### config.mk
export PLATFORM = sky130hd
export DESIGN_NAME = irq_vector_priority_map
export DESIGN_NICKNAME = d
export VERILOG_FILES = /design/src/design/irq_map_pkg.sv /design/src/design/irq_vector_priority_map.sv
export SDC_FILE = /design/constraint.sdc
export NUM_CORES = 1
export LEC_CHECK = 0
export ABC_CLOCK_PERIOD_IN_PS = 9500
export CORE_MARGIN = 1
export CORE_UTILIZATION = 55
export DETAILED_ROUTE_END_ITERATION = 7
export DONT_BUFFER_PORTS = 1
export PLACE_DENSITY = 0.7
export SETUP_SLACK_MARGIN = 0.02
export SLEW_MARGIN = 20
export SYNTH_ARGS = -nofsm -noshare
export SYNTH_HDL_FRONTEND = slang
export SYNTH_SLANG_ARGS = --single-unit
### constraint.sdc
create_clock -name clk_i -period 9.5 [get_ports clk_i]
set_input_delay 1.9 -clock clk_i [delete_from_list [all_inputs] [get_ports clk_i]]
set_output_delay 1.9 -clock clk_i [all_outputs]
set_load 0.05 [all_outputs]
### src/design/irq_map_pkg.sv
`default_nettype none
package irq_map_pkg;
	// ==========================================
	// request numbering
	localparam int NUM_REQ = 24;
	localparam int REQ_W = 5;
	localparam int LVL_W = 2;
	localparam logic [15:0] VEC_TOP = 16'hFFFA;
	localparam logic [15:0] VEC_STEP = 16'h0002;
	// source positions on the request vector
	localparam int REQ_EXT4 = 0;
	localparam int REQ_EXT5 = 1;
	localparam int REQ_EXT26 = 2;
	localparam int REQ_EXT37 = 3;
	localparam int REQ_T0_LO = 5;
	localparam int REQ_T0_HI = 6;
	localparam int REQ_SER_RX = 7;
	localparam int REQ_SER_TX = 8;
	localparam int REQ_T1_HI = 14;
	localparam int REQ_ADC = 18;
	localparam int REQ_TBT = 19;
	localparam int REQ_WPS = 20;
	localparam int REQ_T1_LO = 22;
	localparam int REQ_FLASH = 23;
	// ==========================================
	// register map (byte addresses)
	localparam logic [7:0] OFS_LVL0 = 8'h00;
	localparam logic [7:0] OFS_LVL5 = 8'h14;
	localparam logic [7:0] OFS_STAT = 8'h18;
	localparam logic [7:0] OFS_MASK = 8'h1C;
	localparam logic [7:0] OFS_VEC = 8'h20;
	localparam int LVL_REGS = 6;
	localparam logic [7:0] LVL_RESET = 8'hFF;
	localparam logic [23:0] MASK_RESET = 24'h000000;
	localparam logic [31:0] UNMAPPED_DATA = 32'h00000000;
endpackage
`default_nettype wire

### src/design/irq_vector_priority_map.sv
// Function
// - equal level: lower request number wins
// - each request owns two-bit level field
// - vector FFFA minus two per request
// - external channels 2 and 6 share request 2
// - ext 3/7 to 3, 5 to 1, 4 to 0
// - timer 1 upper to 14, lower to 22
// - timer 0 lower to 5, upper to 6
// - unmapped address: writes ignored, read zero
// - level registers reset to all ones
//
// Design decisions made here: the Wishbone slave port and the placing of the registers.
`timescale 1ns/1ps
`default_nettype none
module irq_vector_priority_map
	import irq_map_pkg::*;
(
	// clock and reset
	input wire logic clk_i,
	input wire logic rst_i,
	input wire logic ce_i,
	// peripheral request pulses
	input wire logic [7:0] ext_irq_i,
	input wire logic [1:0] tmr0_irq_i,
	input wire logic [1:0] tmr1_irq_i,
	input wire logic ser_rx_irq_i,
	input wire logic ser_tx_irq_i,
	input wire logic adc_irq_i,
	input wire logic tbt_irq_i,
	input wire logic wps_irq_i,
	input wire logic flash_irq_i,
	// wishbone slave
	input wire logic wb_cyc_i,
	input wire logic wb_stb_i,
	input wire logic wb_we_i,
	input wire logic [7:0] wb_adr_i,
	input wire logic [3:0] wb_sel_i,
	input wire logic [31:0] wb_dat_i,
	output logic [31:0] wb_dat_o,
	output logic wb_ack_o,
	// core side
	output logic irq_o,
	output logic [REQ_W-1:0] irq_num_o,
	output logic [LVL_W-1:0] irq_level_o,
	output logic [15:0] irq_vec_hi_addr_o,
	output logic [15:0] irq_vec_lo_addr_o
);
	// ==========================================
	// elaboration checks
	generate
		if (NUM_REQ > LVL_REGS * 4) begin : g_bad_lvl
			$error("level registers too few for the request count");
		end
		if (NUM_REQ > (1 << REQ_W)) begin : g_bad_num
			$error("request number field too narrow");
		end
		if (NUM_REQ > 24) begin : g_bad_bus
			$error("status and mask must fit the low three bus lanes");
		end
		if (LVL_W != 2) begin : g_bad_lvl_w
			$error("level fields are two bits wide");
		end
		if (REQ_FLASH >= NUM_REQ) begin : g_bad_src
			$error("source position beyond the request vector");
		end
		if (OFS_LVL5 != OFS_LVL0 + 8'(4 * (LVL_REGS - 1))) begin : g_bad_ofs
			$error("level registers must sit one word apart");
		end
	endgenerate

	// ==========================================
	// request routing
	logic [NUM_REQ-1:0] raw_req;
	always_comb begin
		raw_req = '0;
		// external channels
		raw_req[REQ_EXT4] = ext_irq_i[4];
		raw_req[REQ_EXT5] = ext_irq_i[5];
		raw_req[REQ_EXT26] = ext_irq_i[2] | ext_irq_i[6];
		raw_req[REQ_EXT37] = ext_irq_i[3] | ext_irq_i[7];

		// composite timers
		raw_req[REQ_T0_LO] = tmr0_irq_i[0];
		raw_req[REQ_T0_HI] = tmr0_irq_i[1];
		raw_req[REQ_T1_LO] = tmr1_irq_i[0];
		raw_req[REQ_T1_HI] = tmr1_irq_i[1];

		// other sources
		raw_req[REQ_SER_RX] = ser_rx_irq_i;
		raw_req[REQ_SER_TX] = ser_tx_irq_i;
		raw_req[REQ_ADC] = adc_irq_i;
		raw_req[REQ_TBT] = tbt_irq_i;
		raw_req[REQ_WPS] = wps_irq_i;
		raw_req[REQ_FLASH] = flash_irq_i;
	end

	// ==========================================
	// state
	logic [7:0] lvl_q [LVL_REGS];
	logic [7:0] lvl_d [LVL_REGS];
	logic [NUM_REQ-1:0] stat_q;
	logic [NUM_REQ-1:0] stat_d;
	logic [NUM_REQ-1:0] mask_q;
	logic [NUM_REQ-1:0] mask_d;

	// bus side
	logic ack_d;
	logic [31:0] rdat_d;

	// core side
	logic irq_d;
	logic [REQ_W-1:0] num_d;
	logic [LVL_W-1:0] lvl_out_d;
	logic [15:0] vhi_d;
	logic [15:0] vlo_d;

	// ==========================================
	// bus decode
	logic bus_req;
	logic bus_wr;
	logic bus_rd;
	logic hit_lvl;
	logic hit_stat;
	logic hit_mask;
	logic hit_vec;
	logic [2:0] lvl_idx;
	logic [31:0] wmask;
	logic [NUM_REQ-1:0] lane_mask;
	logic [NUM_REQ-1:0] wr_bits;

	// a request is taken once; its acked cycle is not taken again
	assign bus_req = wb_cyc_i & wb_stb_i & ~wb_ack_o;
	assign bus_wr = bus_req & wb_we_i;
	assign bus_rd = bus_req & ~wb_we_i;
	assign lvl_idx = wb_adr_i[4:2];
	assign wmask = {{8{wb_sel_i[3]}}, {8{wb_sel_i[2]}}, {8{wb_sel_i[1]}}, {8{wb_sel_i[0]}}};
	assign lane_mask = wmask[NUM_REQ-1:0];
	assign wr_bits = wb_dat_i[NUM_REQ-1:0] & lane_mask;

	always_comb begin
		hit_lvl = 1'b0;
		hit_stat = 1'b0;
		hit_mask = 1'b0;
		hit_vec = 1'b0;
		if (wb_adr_i <= OFS_LVL5 && wb_adr_i[1:0] == 2'b00) begin
			hit_lvl = 1'b1;
		end else if (wb_adr_i == OFS_STAT) begin
			hit_stat = 1'b1;
		end else if (wb_adr_i == OFS_MASK) begin
			hit_mask = 1'b1;
		end else if (wb_adr_i == OFS_VEC) begin
			hit_vec = 1'b1;
		end
		// holes: writes dropped, reads zero
	end

	// two-bit level per request, four per byte
	logic [LVL_W-1:0] lvl_of [NUM_REQ];
	genvar g;
	generate
		for (g = 0; g < NUM_REQ; g++) begin : g_lvl
			assign lvl_of[g] = lvl_q[g/4][(g%4)*2 +: 2];
		end
	endgenerate

	// vector table, one upper address per request
	logic [15:0] vec_tab [NUM_REQ];
	generate
		for (g = 0; g < NUM_REQ; g++) begin : g_vec
			assign vec_tab[g] = VEC_TOP - 16'(g) * VEC_STEP;
		end
	endgenerate

	// ==========================================
	// level registers
	always_comb begin
		for (int r = 0; r < LVL_REGS; r++) begin
			lvl_d[r] = lvl_q[r];
		end
		// only byte lane 0 carries the four fields
		if (bus_wr && hit_lvl && wb_sel_i[0]) begin
			lvl_d[lvl_idx] = wb_dat_i[7:0];
		end
	end

	always_ff @(posedge clk_i) begin
		if (rst_i) begin
			for (int r = 0; r < LVL_REGS; r++) begin
				lvl_q[r] <= LVL_RESET;
			end
		end else if (ce_i) begin
			lvl_q <= lvl_d;
		end
	end

	// ==========================================
	// sticky status, write one to clear
	// mask: a one lets the bit reach irq_o
	always_comb begin
		stat_d = stat_q;
		mask_d = mask_q;
		if (bus_wr && hit_stat) begin
			stat_d = stat_q & ~wr_bits;
		end
		if (bus_wr && hit_mask) begin
			mask_d = (mask_q & ~lane_mask) | wr_bits;
		end
		// new events win over a same-cycle clear
		stat_d = stat_d | raw_req;
	end

	always_ff @(posedge clk_i) begin
		if (rst_i) begin
			stat_q <= '0;
			mask_q <= MASK_RESET;
		end else if (ce_i) begin
			stat_q <= stat_d;
			mask_q <= mask_d;
		end
	end

	// ==========================================
	// arbitration: lower level value is more urgent,
	// ties go to the lowest request number
	logic [NUM_REQ-1:0] pend;
	logic found;
	logic [REQ_W-1:0] win_num;
	logic [LVL_W-1:0] win_lvl;
	assign pend = stat_q & mask_q;
	always_comb begin
		found = 1'b0;
		win_num = '0;
		win_lvl = '1;
		for (int i = 0; i < NUM_REQ; i++) begin
			if (pend[i] && (!found || lvl_of[i] < win_lvl)) begin
				found = 1'b1;
				win_num = REQ_W'(i);
				win_lvl = lvl_of[i];
			end
		end
	end

	// ==========================================
	// vector of the current winner
	always_comb begin
		irq_d = found;
		num_d = win_num;
		lvl_out_d = win_lvl;
		vhi_d = vec_tab[win_num];
		vlo_d = vhi_d + 16'h0001;
	end

	// ==========================================
	// bus answer, one cycle after the request is taken
	always_comb begin
		ack_d = bus_req;
		rdat_d = UNMAPPED_DATA;
		if (bus_rd) begin
			if (hit_lvl) begin
				rdat_d = {24'h000000, lvl_q[lvl_idx]};
			end else if (hit_stat) begin
				rdat_d = {8'h00, stat_q};
			end else if (hit_mask) begin
				rdat_d = {8'h00, mask_q};
			end else if (hit_vec) begin
				rdat_d = {found, 2'b00, win_lvl, 3'b000, win_num, 3'b000, vhi_d};
			end
		end
	end

	always_ff @(posedge clk_i) begin
		if (rst_i) begin
			wb_ack_o <= 1'b0;
			wb_dat_o <= '0;
		end else if (ce_i) begin
			wb_ack_o <= ack_d;
			wb_dat_o <= rdat_d;
		end
	end

	// ==========================================
	// core side outputs, one cycle behind status
	always_ff @(posedge clk_i) begin
		if (rst_i) begin
			irq_o <= 1'b0;
			irq_num_o <= '0;
			irq_level_o <= '0;
			irq_vec_hi_addr_o <= VEC_TOP;
			irq_vec_lo_addr_o <= VEC_TOP + 16'h0001;
		end else if (ce_i) begin
			irq_o <= irq_d;
			irq_num_o <= num_d;
			irq_level_o <= lvl_out_d;
			irq_vec_hi_addr_o <= vhi_d;
			irq_vec_lo_addr_o <= vlo_d;
		end
	end
endmodule
`default_nettype wire

### Yosys cells after proc, flatten, opt, wreduce, memory -nomap -nowiden

Memory sizes are Yosys's and may differ from the RTL's.
Cells that the tools add are included.

* bitwise gates (word level): 18
* add/sub/neg operators: 1
* equality and inequality tests: 3
* magnitude comparators: 27
* multiplexer cells: 95
* reduce and logical (&&, ||, !) cells: 78

Operators by type and width (count)
* 32-bit 2-to-1 mux: 5
* 5-bit 2-to-1 mux: 22
* 24-bit bitwise AND: 4
* 48-bit bitwise mux: 1
* 2-bit 2-to-1 mux: 24
* 24-bit NOT: 2
* 24-bit OR: 2
* 2-bit less-than comparator: 23
* 1-bit 2-to-1 mux: 35
* 16-bit 2-to-1 mux: 2
* 1-bit logical AND: 29
* 8-bit binary-select mux with 3-bit select: 1
* 8-bit demux with 3-bit select: 1
* 24-bit 2-to-1 mux: 1
* 8-bit 2-to-1 mux: 3
* 1-bit logical NOT: 23
* 1-bit logical OR: 23
* 16-bit by 1-bit adder with 16-bit output (second input constant): 1
* 8-bit by 5-bit equality test with 1-bit output (second input constant): 2
* 8-bit by 6-bit equality test with 1-bit output (second input constant): 1
* 8-bit by 5-bit less-or-equal comparator with 1-bit output (second input constant): 1
* 6-bit >= comparator (second input constant): 1
* 5-bit NOT with 6-bit output: 1
* 1-bit bitwise AND: 4
* other kinds (7): 10

* bits in read-only memories: 512
* output and inout bits: 73
* flip-flop bits (word level): 169
* memories kept: 1
* input port bits: 68
* word-level logic and storage cells: 238

Memories
* (no name shown): words 32, bits a word 16, rd ports 1, clocked after memory_dff 0, write ports 0, RTL line irq_vector_priority_map.sv:249 `vhi_d = vec_tab[win_num];`

### Logic depth before layout (Yosys ltp)

Gate-level depths: netlist of run 1.

* word-level depth: 103
* gate-level depth with buffers: 24
* gate-level depth less buffers: 22

### Worst setup path before layout of run 1

No wires, ideal clock.

* kind: reg2reg
* start point: register stat_q[1]
* end point: register wb_dat_o[3]
* data required time: 9435 ps
* setup slack: 5131 ps
* path buffers: 1
* library setup time: 65 ps
* clock period less this slack: 4369 ps
* cell stages (with the launch flop): 22
* data arrival time: 4303 ps
* path through: dfxtp_1 -> buf_2 -> a222oi_1 -> a41o_1 -> a41o_1 -> o21a_1 -> nor4_4 -> o31a_1 -> a2bb2oi_2 -> a2111oi_2 -> o311a_1 -> nor4b_1 -> a21boi_0 -> nor4_1 -> nor2_1 -> inv_1 -> ha_1 -> o21ai_0 -> o21ai_0 -> a221oi_1 -> a21oi_1 -> nor2_1

* cells in the longest elaborated chain, start to end: 100
* elaborated cells between the ends (all ways): 166
* those cells by class: 22 x order compare; 74 x mux; 2 x bitwise; 67 x reduce/logical; 1 x memory

RTL lines
* start: declaration: RTL line irq_vector_priority_map.sv:101 `logic [NUM_REQ-1:0] stat_q;`
* start signal: assignment: RTL line irq_vector_priority_map.sv:217 `stat_q <= stat_d;`
* 24-bit bitwise AND *: RTL line irq_vector_priority_map.sv:229 `assign pend = stat_q & mask_q;`
* 1-bit logical AND *: RTL line irq_vector_priority_map.sv:235 `if (pend[i] && (!found || lvl_of[i] < win_lvl)) begin`
* 2-bit 2-to-1 mux / 1-bit 2-to-1 mux (equally long branches): RTL line irq_vector_priority_map.sv:235
* 2-bit less-than comparator / 1-bit logical NOT (equally long branches): RTL line irq_vector_priority_map.sv:235
* 1-bit logical OR: RTL line irq_vector_priority_map.sv:235
* 1-bit logical AND: RTL line irq_vector_priority_map.sv:235
* 2-bit 2-to-1 mux / 1-bit 2-to-1 mux (equally long branches): RTL line irq_vector_priority_map.sv:235
* 2-bit less-than comparator / 1-bit logical NOT (equally long branches): RTL line irq_vector_priority_map.sv:235
* [... 83 more ...]
* 5-bit NOT with 6-bit output (implied by the code) *: RTL line irq_vector_priority_map.sv:249
* memory 32 x 16 bit *
* 16-bit 2-to-1 mux (implied by the code) * (2 in series): RTL line irq_vector_priority_map.sv:249
* 32-bit 2-to-1 mux *: RTL line irq_vector_priority_map.sv:265 `end else if (hit_vec) begin`
* 32-bit 2-to-1 mux *: RTL line irq_vector_priority_map.sv:263 `end else if (hit_mask) begin`
* 32-bit 2-to-1 mux *: RTL line irq_vector_priority_map.sv:261 `end else if (hit_stat) begin`
* 32-bit 2-to-1 mux *: RTL line irq_vector_priority_map.sv:259 `if (hit_lvl) begin`
* 32-bit 2-to-1 mux *: RTL line irq_vector_priority_map.sv:258 `if (bus_rd) begin`
* end signal: assignment: RTL line irq_vector_priority_map.sv:277 `wb_dat_o <= rdat_d;`
* end: declaration: RTL line irq_vector_priority_map.sv:39 `output logic [31:0] wb_dat_o,`

Mark *: on every way between the ends. The rest lies on a longest branch, timed or not. The select of a mux whose other input is x is not followed.
A chain may end at the register's enable or synchronous reset.

### Final worst setup path of run 1

* start point: register lvl_q (netlist bit lvl_of[47])
* end point: register wb_dat_o[3]

* cells in the longest elaborated chain, start to end: 102
* elaborated cells between the ends (all ways): 168
* those cells by class: 23 x order compare; 75 x mux; 1 x bitwise; 68 x reduce/logical; 1 x memory

RTL lines
* start: declaration: RTL line irq_vector_priority_map.sv:99 `logic [7:0] lvl_q [LVL_REGS];`
* start signal: assignment: RTL line irq_vector_priority_map.sv:192 `lvl_q <= lvl_d;`
* 2-bit 2-to-1 mux *: RTL line irq_vector_priority_map.sv:235
* 2-bit less-than comparator: RTL line irq_vector_priority_map.sv:235
* 1-bit logical OR: RTL line irq_vector_priority_map.sv:235
* 1-bit logical AND: RTL line irq_vector_priority_map.sv:235
* 2-bit 2-to-1 mux / 1-bit 2-to-1 mux (equally long branches): RTL line irq_vector_priority_map.sv:235
* 2-bit less-than comparator / 1-bit logical NOT (equally long branches): RTL line irq_vector_priority_map.sv:235
* 1-bit logical OR: RTL line irq_vector_priority_map.sv:235
* 1-bit logical AND: RTL line irq_vector_priority_map.sv:235
* [... 85 more ...]
* 5-bit NOT with 6-bit output (implied by the code) *: RTL line irq_vector_priority_map.sv:249
* memory 32 x 16 bit *
* 16-bit 2-to-1 mux (implied by the code) * (2 in series): RTL line irq_vector_priority_map.sv:249
* 32-bit 2-to-1 mux *: RTL line irq_vector_priority_map.sv:265
* 32-bit 2-to-1 mux *: RTL line irq_vector_priority_map.sv:263
* 32-bit 2-to-1 mux *: RTL line irq_vector_priority_map.sv:261
* 32-bit 2-to-1 mux *: RTL line irq_vector_priority_map.sv:259
* 32-bit 2-to-1 mux *: RTL line irq_vector_priority_map.sv:258

Marks and branches as above.

==> summary.md, run 1 <==
| Metric | Value |
|---|---|
| Outcome | completed |
| R2r startpoint | lvl_of[47]$_SDFFE_PP1P_ |
| Setup TNS | 0 ns |
| Initial drt markers | 914 |
| Crit share post-route | 60.8% |
| Worst Setup EP | wb_dat_o[3]$_SDFFE_PP0P_ |
| First-pass detailed-route iteration total | 5 |
| Largest net degree at the start of global routing | 105 |
| Clk Latency, worst-skew pair | 0.44 ns |
| Pwr dens | 148 nW/um2 |
| Switching Share | 24.7% |
| Critical Path Sink Type | register |
| Number of synthesized flops with an enable pin | 0 |
| CP peak stage delay | 0.65 ns |
| Max Buffers Root-to-Sink | 2 |
| CP startpoint | lvl_of[47]$_SDFFE_PP1P_ |
| Area leader, netlist | dfxtp_1 |
| WP data arrival | 6.15 ns |
| Clock root buffer | clkbuf_16 |
| Yosys Warn Count | 0 |
| Ys async rst share | 0% |
| Post-DP HPWL | 19100 um |
| Peak VDD IR | 136 uV |
| Initial antenna violation count | 0 |
| Hold crit path type | reg -> reg |
| CP required | 9.88 ns |
| Final ANT Viol Nets | 0 |
| Die area | 16000 um2 |
| Setup crit start kind | register |
| DRC | 0 |
| Io pins | 141 |
| # setup viols final | 0 |
| CORE AREA | 15100 um2 |
| Netlist cell types | 87 |
| Synth top area cells | dfxtp_1 32%, nand2_1 7.1%, mux2i_1 6.7% |
| Nets | 1108 |
| Clock network fraction of design power | 51.6% |
| Critical path peak fanout | 13 |
| Layout cells sized above 1 | 7.14% |
| Clock sink count | 136 |
| Number of diodes | 0 |
| Gate Count Post-Synth | 1085 |
| Top FF cell, synth | dfxtp_1 |
| Sequential area share after synthesis | 31.9% |
| Crit path time final | 5.78 ns |
| Final hold viol count | 0 |
| H-tree depth | 4 |
| Slew @ Worst Pin | 1.11 ns |
| Cts hold-fix bufs | 0 |
| R2R depth | 22 |
| Max transition margin | 25.9% |
| RSZ-0062 raised after global routing | false |
| CTS tree | done |
| Total power draw | 1.33 mW |
| CTS resizes | 0 |
| Port Buffers | 0 |
| Critical path type | reg -> reg |
| Placed Instance Area | 8390 um2 |
| Grt ovf | 0 |
| Vias in the first global route | 7214 |
| Max-cap violation count | 0 |
| Switch Pwr | 0.329 mW |
| Synth top cells by count | 162 x nand2_1, 136 x dfxtp_1, 104 x nor2_1, 80 x a21oi_1, 57 x mux2i_1 |
| Yosys top cell area share | 31.9% |
| Worst Hold Depth | 2 |
| Post-route cell area | 9000 um2 |
| Leakage power | 3.21 nW |
| DR vias | 8070 |
| #FFs+latches synth | 136 |
| Fin. max-slew vios | 0 |
| Initial Util | 56.3% |
| Die Y | 127 um |
| P&R area growth vs syn | 5.51% |
| Worst path slowest cell | or4_1 |
| Clock skew | 0.0115 ns |
| Via/cell ratio | 6.51 |
| Count leader, synth | nand2_1 |
| TritonCTS Buffers | 17 |
| Seq pwr share | 44.7% |
| WL final | 26200 um |
| Mapped Area | 8530 um2 |
| Mean Syn Cell Area | 7.86 um2 |
| Logic gate share of total power | 3.8% |
| Gpl congestion | 0.940 |
| R2R Setup Slk | 3.72 ns |
| Total track usage | 33.3% |
| Chip Width | 127 um |
| Crit-path cells | nand3b_4 -> o2111a_1 -> nand4_1 -> nand4bb_1 -> or4_1 -> o21bai_1 -> nor2_1 -> inv_1 -> ha_1 -> or2_2 -> nor2b_1 -> o21ai_0 -> a31oi_1 -> nand3_1 -> nor2_1 -> inv_1 -> ha_1 -> o21ai_0 -> o21ai_0 -> a221oi_1 -> a21oi_1 -> nor2_1 |
| Post-CTS Setup Inserts | 0 |
| FP Rows | 45 |
| Clock transition at path regs | 0.06 ns |
| FMAX | 173 MHz |
| First-pass GRT wire length | 40900 um |
| RR Endpoint | wb_dat_o[3]$_SDFFE_PP0P_ |
| Cell Int Power | 1.00 mW |
| Avg WL per Cell | 21.1 um |
[metrics by stage]
step	std cells	utilization (%)	setup slack, ns	hold slack (ns)
floorplan	1110	-	5.13	0.440
global placement	1207	55.4	3.88	0.448
detailed placement	1207	55.4	3.83	0.457
CTS	1239	59.4	3.80	0.465
global route	1239	59.4	3.21	0.490
finish	1239	59.4	3.72	0.469
[per-layer routing]
metal / vias up / GRT usage [%] / share of wire (%)
li1: 3844 / - / -
met1: 3791 / 47.4 / 45
met2: 387 / 50.8 / 44
met3: 48 / 6.92 / 8.6
met4: 0 / 9.36 / 2.0
met5: - / 0 / 0
[placed cells by master, fill, tap and decap left out, drive strengths merged, types with 18 or more instances in the layout]
cell type  synthesis  routed
nor2b             20      20
a211oi            18      18
a21oi             82      82
o21ai             47      47
o22ai             19      19
clkbuf            50      20
mux2i             57      57
conb               2      27
dfxtp            136     136
nand2            162     162
inv               23      26
a211o             25      25
nor2             104     104
nand3             27      27
[cell type report]
type                    count  area [um2]
well taps                 188         235
repair buffers              4        30.0
clock inverters            12         140
inverters                  23        86.3
fillers                  1407        6140
clock buffers              20         467
multi-input cells         856        5320
flip-flops and latches    136        2720
[how the worst min path moves through the flow]
| stage | startpoint | endpoint | slack [ns] |
|---|---|---|---|
| final | register | register | 0.47 |
| after global routing | register | register | 0.49 |
| after CTS | register | register | 0.46 |
| after detailed placement | register | register | 0.46 |
| after global placement | register | register | 0.45 |
| after floorplan | register | register | 0.44 |
[worst max-delay path: cells and delay by family (launching register included)]
kind / cells / cell delay, ns
adders and majority gates: 2 / 0.55
DFF: 1 / 0.49
AOI/OAI and AO/OA: 8 / 1.71
and+or+nand+nor: 10 / 2.79
buffers and inverters: 2 / 0.14
[kinds of logic after synthesis]
kind of cell,count (synthesis),share of synthesized area (%)
compound gates,323,26.4
buf+inv,118,6.82
mux,73,9.86
flops,136,31.9
other cells,2,0.0880
simple gates,430,24.5
fa+ha+maj,3,0.411
[power by group through the flow]
| stage | Sequential (mW) | Combinational (mW) | Clock, mW |
|---|---|---|---|
| after floorplan | 0.600 | 0.0747 | 0 |
| after global placement | 0.606 | 0.0492 | 0 |
| after detailed placement | 0.606 | 0.0495 | 0 |
| after CTS | 0.593 | 0.0496 | 0.687 |
| after global routing | 0.594 | 0.0531 | 0.715 |
| final | 0.594 | 0.0498 | 0.685 |
(Power assumes the default switching activity.)
==> run 2: changes to the inputs <==
--- a/config.mk
+++ b/config.mk
@@ -5,7 +5,7 @@
 export SDC_FILE = /design/constraint.sdc
 export NUM_CORES = 1
 export LEC_CHECK = 0
-export ABC_CLOCK_PERIOD_IN_PS = 9500
+export ABC_CLOCK_PERIOD_IN_PS = 5900
 export CORE_MARGIN = 1
 export CORE_UTILIZATION = 55
 export DETAILED_ROUTE_END_ITERATION = 7
==> constraint.sdc (replaced) <==
create_clock -name clk_i -period 5.9 [get_ports clk_i]
set_input_delay 1.18 -clock clk_i [delete_from_list [all_inputs] [get_ports clk_i]]
set_output_delay 1.18 -clock clk_i [all_outputs]
set_load 0.05 [all_outputs]
==> summary.md, run 2 (synthesis gave the netlist of run 1 again) <==
| Metric | Value |
|---|---|
| Max Buffers Root-to-Sink | 2 |
| CORE AREA | 15100 um2 |
| H-tree depth | 4 |
| Port Buffers | 0 |
| First-pass detailed-route iteration total | 6 |
| Most common cell after layout, fill and taps aside | nand2_1 |
| Hold crit path type | reg -> reg |
| GR Util met1 | 46.0% |
| GR Util met2 | 50.7% |
| Clock sink count | 136 |
| Crit path max-delay family | compound AO/OA/AOI/OAI gates |
| Dpl cells | 1215 |
| Avg WL per Cell | 21.2 um |
| Die Y | 127 um |
| CP peak stage delay | 0.65 ns |
| FP Rows | 45 |
| Grt met3 use | 7.47% |
| WL final | 26400 um |
| Number of diodes | 0 |
| DRC | 0 |
| Initial antenna violation count | 0 |
| Gpl congestion | 0.937 |
| P&R area growth vs syn | 6.13% |
| RSZ-0062 raised after global routing | false |
| Non-filler cells, final | 1247 |
| Clock skew | 0.00849 ns |
| Layout cells sized above 1 | 7.93% |
| Pwr dens | 234 nW/um2 |
| Fillers | 1399 |
| Via/cell ratio | 6.53 |
| Chip Width | 127 um |
| DR vias | 8145 |
| First-pass GRT wire length | 40600 um |
| Setup TNS | 0 ns |
| # setup viols final | 0 |
| Post-CTS Setup Inserts | 0 |
| Io pins | 141 |
| CP required | 6.26 ns |
| Crit path time final | 5.56 ns |
| Clock root buffer | clkbuf_16 |
| Largest net degree at the start of global routing | 105 |
| Clock transition at path regs | 0.06 ns |
| Initial drt markers | 871 |
| Fin. max-slew vios | 0 |
| CTS tree | done |
| Crit path buffers/inverters | 1 |
| Total track usage | 33.1% |
| Outcome | completed |
| Max transition margin | 26.8% |
| Slew @ Worst Pin | 1.09 ns |
| Setup crit start kind | register |
| TritonCTS Buffers | 17 |
| Worst path slowest cell | nor4b_1 |
| Final ANT Viol Nets | 0 |
| Crit share post-route | 94.2% |
| Grt ovf | 0 |
| Critical Path Sink Type | register |
| Crit-path cells | a222oi_1 -> a41o_1 -> a41o_1 -> o211a_1 -> nor4_4 -> o31a_1 -> a2bb2oi_2 -> a2111oi_2 -> o311a_1 -> nor4b_1 -> a21boi_0 -> nor4_1 -> nor2_1 -> inv_1 -> ha_1 -> o21ai_0 -> o21ai_0 -> a221oi_1 -> a21oi_1 -> nor2_1 |
| Commonest non-fill, non-tap cells in the layout | 162 x nand2_1, 136 x dfxtp_1, 104 x nor2_1 |
| Final hold viol count | 0 |
| Critical path peak fanout | 7 |
| Leakage power | 3.24 nW |
| Critical path type | reg -> reg |
| Max-cap violation count | 0 |
| Clk Latency, worst-skew pair | 0.43 ns |
| Peak VDD IR | 200 uV |
| FMAX | 180 MHz |
| Nets | 1116 |
| Initial Util | 56.3% |
| Grt peak-use layer | met2 |
| Total power draw | 2.12 mW |
| Vias in the first global route | 7265 |
| Die area | 16000 um2 |
| Post-DP HPWL | 19300 um |
| WP data arrival | 5.92 ns |
==> run 2: power by group <==
group          internal (mW)  switching (mW)  total, mW
combinational         0.0224          0.0618     0.0842
sequential             0.928          0.0268      0.955
clock                  0.631           0.452       1.08
==> run 2: repair_timing <==
item                                    in CTS  in global routing
hold buffers                                 0                  0
endpoints found under the setup margin       0                  1
resized for setup                            0                  1
==> run 2: area by class of cell <==
cell class | instances | area, um2 | area share, %
Clock inverter | 15 | 169 | 1.87
Tap cell | 188 | 235 | 2.60
Timing Repair Buffer | 12 | 90.1 | 0.995
Sequential cell | 136 | 2720 | 30.1
Inverter | 23 | 86.3 | 0.954
Clock buffer | 17 | 425 | 4.70
Multi-Input combinational cell | 856 | 5330 | 58.8
==> run 2: worst paths after layout <==
path	slack, ns	to	cells after the start	startpoint
max	0.34	wb_dat_o[3]$_SDFFE_PP0P_	20	stat_q[0]$_SDFFE_PP0P_
min	0.47	register	2	register
max reg2reg	0.34	wb_dat_o[3]$_SDFFE_PP0P_	20	stat_q[0]$_SDFFE_PP0P_
min reg2reg	0.47	register	2	register
==> run 2: through the flow <==
| stage | hold WS (ns) | area, um2 | util, % | setup slack, ns |
|---|---|---|---|---|
| after global routing | 0.498 | 9050 | 59.8 | 0.0227 |
| after floorplan | 0.440 | 8620 | - | 1.53 |
| final | 0.469 | 9050 | 59.8 | 0.345 |
| after CTS | 0.463 | 9050 | 59.7 | 0.415 |
| after global placement | 0.449 | 8450 | 55.8 | 0.454 |
| after detailed placement | 0.454 | 8450 | 55.8 | 0.452 |
==> run 2: worst register-to-register path, stage by stage (launching register included) <==
cell	delay [ns]
dfxtp_1	0.50
a222oi_1	0.29
a41o_1	0.28
a41o_1	0.27
o211a_1	0.25
nor4_4	0.39
o31a_1	0.24
a2bb2oi_2	0.33
a2111oi_2	0.10
o311a_1	0.41
nor4b_1	0.65
a21boi_0	0.34
nor4_1	0.09
nor2_1	0.24
inv_1	0.08
ha_1	0.29
o21ai_0	0.16
o21ai_0	0.10
a221oi_1	0.29
a21oi_1	0.07
nor2_1	0.12
==> run 2: routing by layer <==
layer  vias to the layer above  part of all wire [%]
met4                         0                   2.6
met3                        54                   9.1
met5                         -                     0
met1                      3829                    45
met2                       393                    44
li1                       3869                     -
==> run 3: changes to the inputs <==
--- a/config.mk
+++ b/config.mk
@@ -5,7 +5,7 @@
 export SDC_FILE = /design/constraint.sdc
 export NUM_CORES = 1
 export LEC_CHECK = 0
-export ABC_CLOCK_PERIOD_IN_PS = 5900
+export ABC_CLOCK_PERIOD_IN_PS = 5250
 export CORE_MARGIN = 1
 export CORE_UTILIZATION = 55
 export DETAILED_ROUTE_END_ITERATION = 7
==> constraint.sdc (replaced) <==
create_clock -name clk_i -period 5.25 [get_ports clk_i]
set_input_delay 1.05 -clock clk_i [delete_from_list [all_inputs] [get_ports clk_i]]
set_output_delay 1.05 -clock clk_i [all_outputs]
set_load 0.05 [all_outputs]
==> summary.md, run 3 (synthesis gave the netlist of run 1 again) <==
| Metric | Value |
|---|---|
| # setup viols final | 0 |
| Hold crit path type | reg -> reg |
| Crit path buffers/inverters | 1 |
| WP data arrival | 5.27 ns |
| Final hold viol count | 0 |
| DR vias | 8257 |
| Via/cell ratio | 6.38 |
| DR WL met2 | 12000 um |
| Vias in the first global route | 7408 |
| Grt ovf | 0 |
| FMAX | 204 MHz |
| Crit path time final | 4.91 ns |
| Die area | 16000 um2 |
| Clock root buffer | clkbuf_16 |
| Nets | 1164 |
| First-pass detailed-route iteration total | 6 |
| Fillers | 1384 |
| Post-layout util | 62.6% |
| Clock transition at path regs | 0.06 ns |
| Worst Hold Depth | 2 |
| Clock skew | 0.00794 ns |
| Critical path type | reg -> reg |
| Met3 WL | 2370 um |
| Leakage power | 3.51 nW |
| Initial Util | 56.3% |
| Total track usage | 33.7% |
| H-tree depth | 4 |
| DRC | 0 |
| Crit path max-delay family | compound AO/OA/AOI/OAI gates |
| R2R depth | 18 |
| WL final | 27100 um |
| Worst path slowest cell | a222oi_1 |
| Max Buffers Root-to-Sink | 2 |
| Avg WL per Cell | 20.9 um |
| Clock sink count | 136 |
| Crit share post-route | 93.5% |
| Area of the multi-input gates | 5380 um2 |
| Commonest non-fill, non-tap cells in the layout | 162 x nand2_1, 135 x dfxtp_1, 104 x nor2_1 |
| Wire length on met1 | 12100 um |
| Initial antenna violation count | 0 |
| Chip Width | 127 um |
| Critical path peak fanout | 9 |
| Final ANT Viol Nets | 0 |
| RR Endpoint | wb_dat_o[3]$_SDFFE_PP0P_ |
| Critical Path Sink Type | register |
| P&R area growth vs syn | 11.1% |
| Register area | 2720 um2 |
| FP Rows | 45 |
| Crit-path most repeated cell | o21ai_0 |
| RSZ-0062 raised after global routing | false |
| Largest net degree at the start of global routing | 105 |
| Setup crit start kind | register |
| CORE AREA | 15100 um2 |
| Peak VDD IR | 247 uV |
| Clk Latency, worst-skew pair | 0.43 ns |
| Gpl congestion | 0.980 |
| First-pass GRT wire length | 41600 um |
| CTS tree | done |
| TritonCTS Buffers | 17 |
| Max-cap violation count | 0 |
| Io pins | 141 |
| Highest routed layer | met4 |
| Fin. max-slew vios | 0 |
| CP peak stage delay | 0.62 ns |
| Slew @ Worst Pin | 1.11 ns |
| R2R Setup Slk | 0.34 ns |
| Die Y | 127 um |
| Port Buffers | 0 |
| Post-DP HPWL | 19700 um |
| Outcome | completed |
| Initial drt markers | 1009 |
| Pwr dens | 252 nW/um2 |
| Number of diodes | 0 |
| Layout cells sized above 1 | 12.6% |
| Max transition margin | 25.7% |
| CP required | 5.61 ns |
| Setup TNS | 0 ns |
| Most common cell after layout, fill and taps aside | nand2_1 |
| Crit path depth | 18 |
| Crit-path cells | a222oi_1 -> nand4_2 -> buf_4 -> or3_4 -> o31a_1 -> a31oi_4 -> a2bb2oi_4 -> a41o_4 -> a2111oi_2 -> nor4_1 -> o211ai_1 -> nand3_1 -> ha_1 -> o21ai_0 -> o21ai_0 -> a221oi_1 -> a21oi_1 -> nor2_1 |
-- run 3: cell types whose count changed in the layout (fill, tap and decap cells not counted), sizes merged --
cell	before	now
clkinvlp	4	2
clkinv	5	8
clkbuf	17	21
buf	12	60
inv	27	22
-- run 3: area by class of cell --
cell class | count | share of cell area [%]
Tap cell | 188 | 2.48
Sequential cell | 136 | 28.7
Clock inverter | 11 | 1.28
Inverter | 23 | 0.911
Clock buffer | 21 | 5.07
Timing Repair Buffer | 60 | 4.75
Multi-Input combinational cell | 856 | 56.8
-- run 3: through the flow --
| step | worst slack, ns | hold slack (ns) | instances | power [mW] | area (um2) |
|---|---|---|---|---|---|
| floorplan | 0.881 | 0.440 | 1110 | 1.22 | 8620 |
| global placement | 0.185 | 0.449 | 1259 | 1.19 | 8780 |
| detailed placement | 0.152 | 0.458 | 1259 | 1.19 | 8780 |
| CTS | 0.105 | 0.466 | 1291 | 2.40 | 9390 |
| global route | 0.0185 | 0.496 | 1295 | 2.46 | 9480 |
| finish | 0.343 | 0.466 | 1295 | 2.39 | 9480 |
-- run 3: how the worst max path moves through the flow --
stage                           startpoint                        to  slack, ns
floorplan           stat_q[1]$_SDFFE_PP0P_  wb_dat_o[3]$_SDFFE_PP0P_       0.88
detailed placement  stat_q[1]$_SDFFE_PP0P_  wb_dat_o[3]$_SDFFE_PP0P_       0.15
finish                            register  wb_dat_o[3]$_SDFFE_PP0P_       0.34
global placement    stat_q[1]$_SDFFE_PP0P_  wb_dat_o[3]$_SDFFE_PP0P_       0.19
CTS                 stat_q[1]$_SDFFE_PP0P_  wb_dat_o[3]$_SDFFE_PP0P_       0.11
global route                      register  wb_dat_o[3]$_SDFFE_PP0P_       0.02
-- run 3: what timing repair did --
item | 4_1_cts | 5_1_grt
buffers inserted | 0 | 4
resized for setup | 0 | 12
endpoints found under the hold margin | 0 | 0
hold buffers | 0 | 0
endpoints found under the setup margin | 0 | 4
-- run 3: worst min-delay path, cell delays in order, from the launching register on --
cell     delay, ns
dfxtp_1       0.32
nand2_1       0.06
a21oi_1       0.05
-- run 3: metal layers --
metal,GRT usage [%],vias to the layer above
li1,-,3936
met1,47.8,3904
met2,52.2,368
met3,6.87,49
met4,8.43,0
met5,0,-
-- run 3: report_power, final --
part / internal, mW / total [mW] / switching [mW]
registers: 1.04 / 1.07 / 0.0295
logic: 0.0273 / 0.0980 / 0.0707
clock network: 0.748 / 1.22 / 0.474
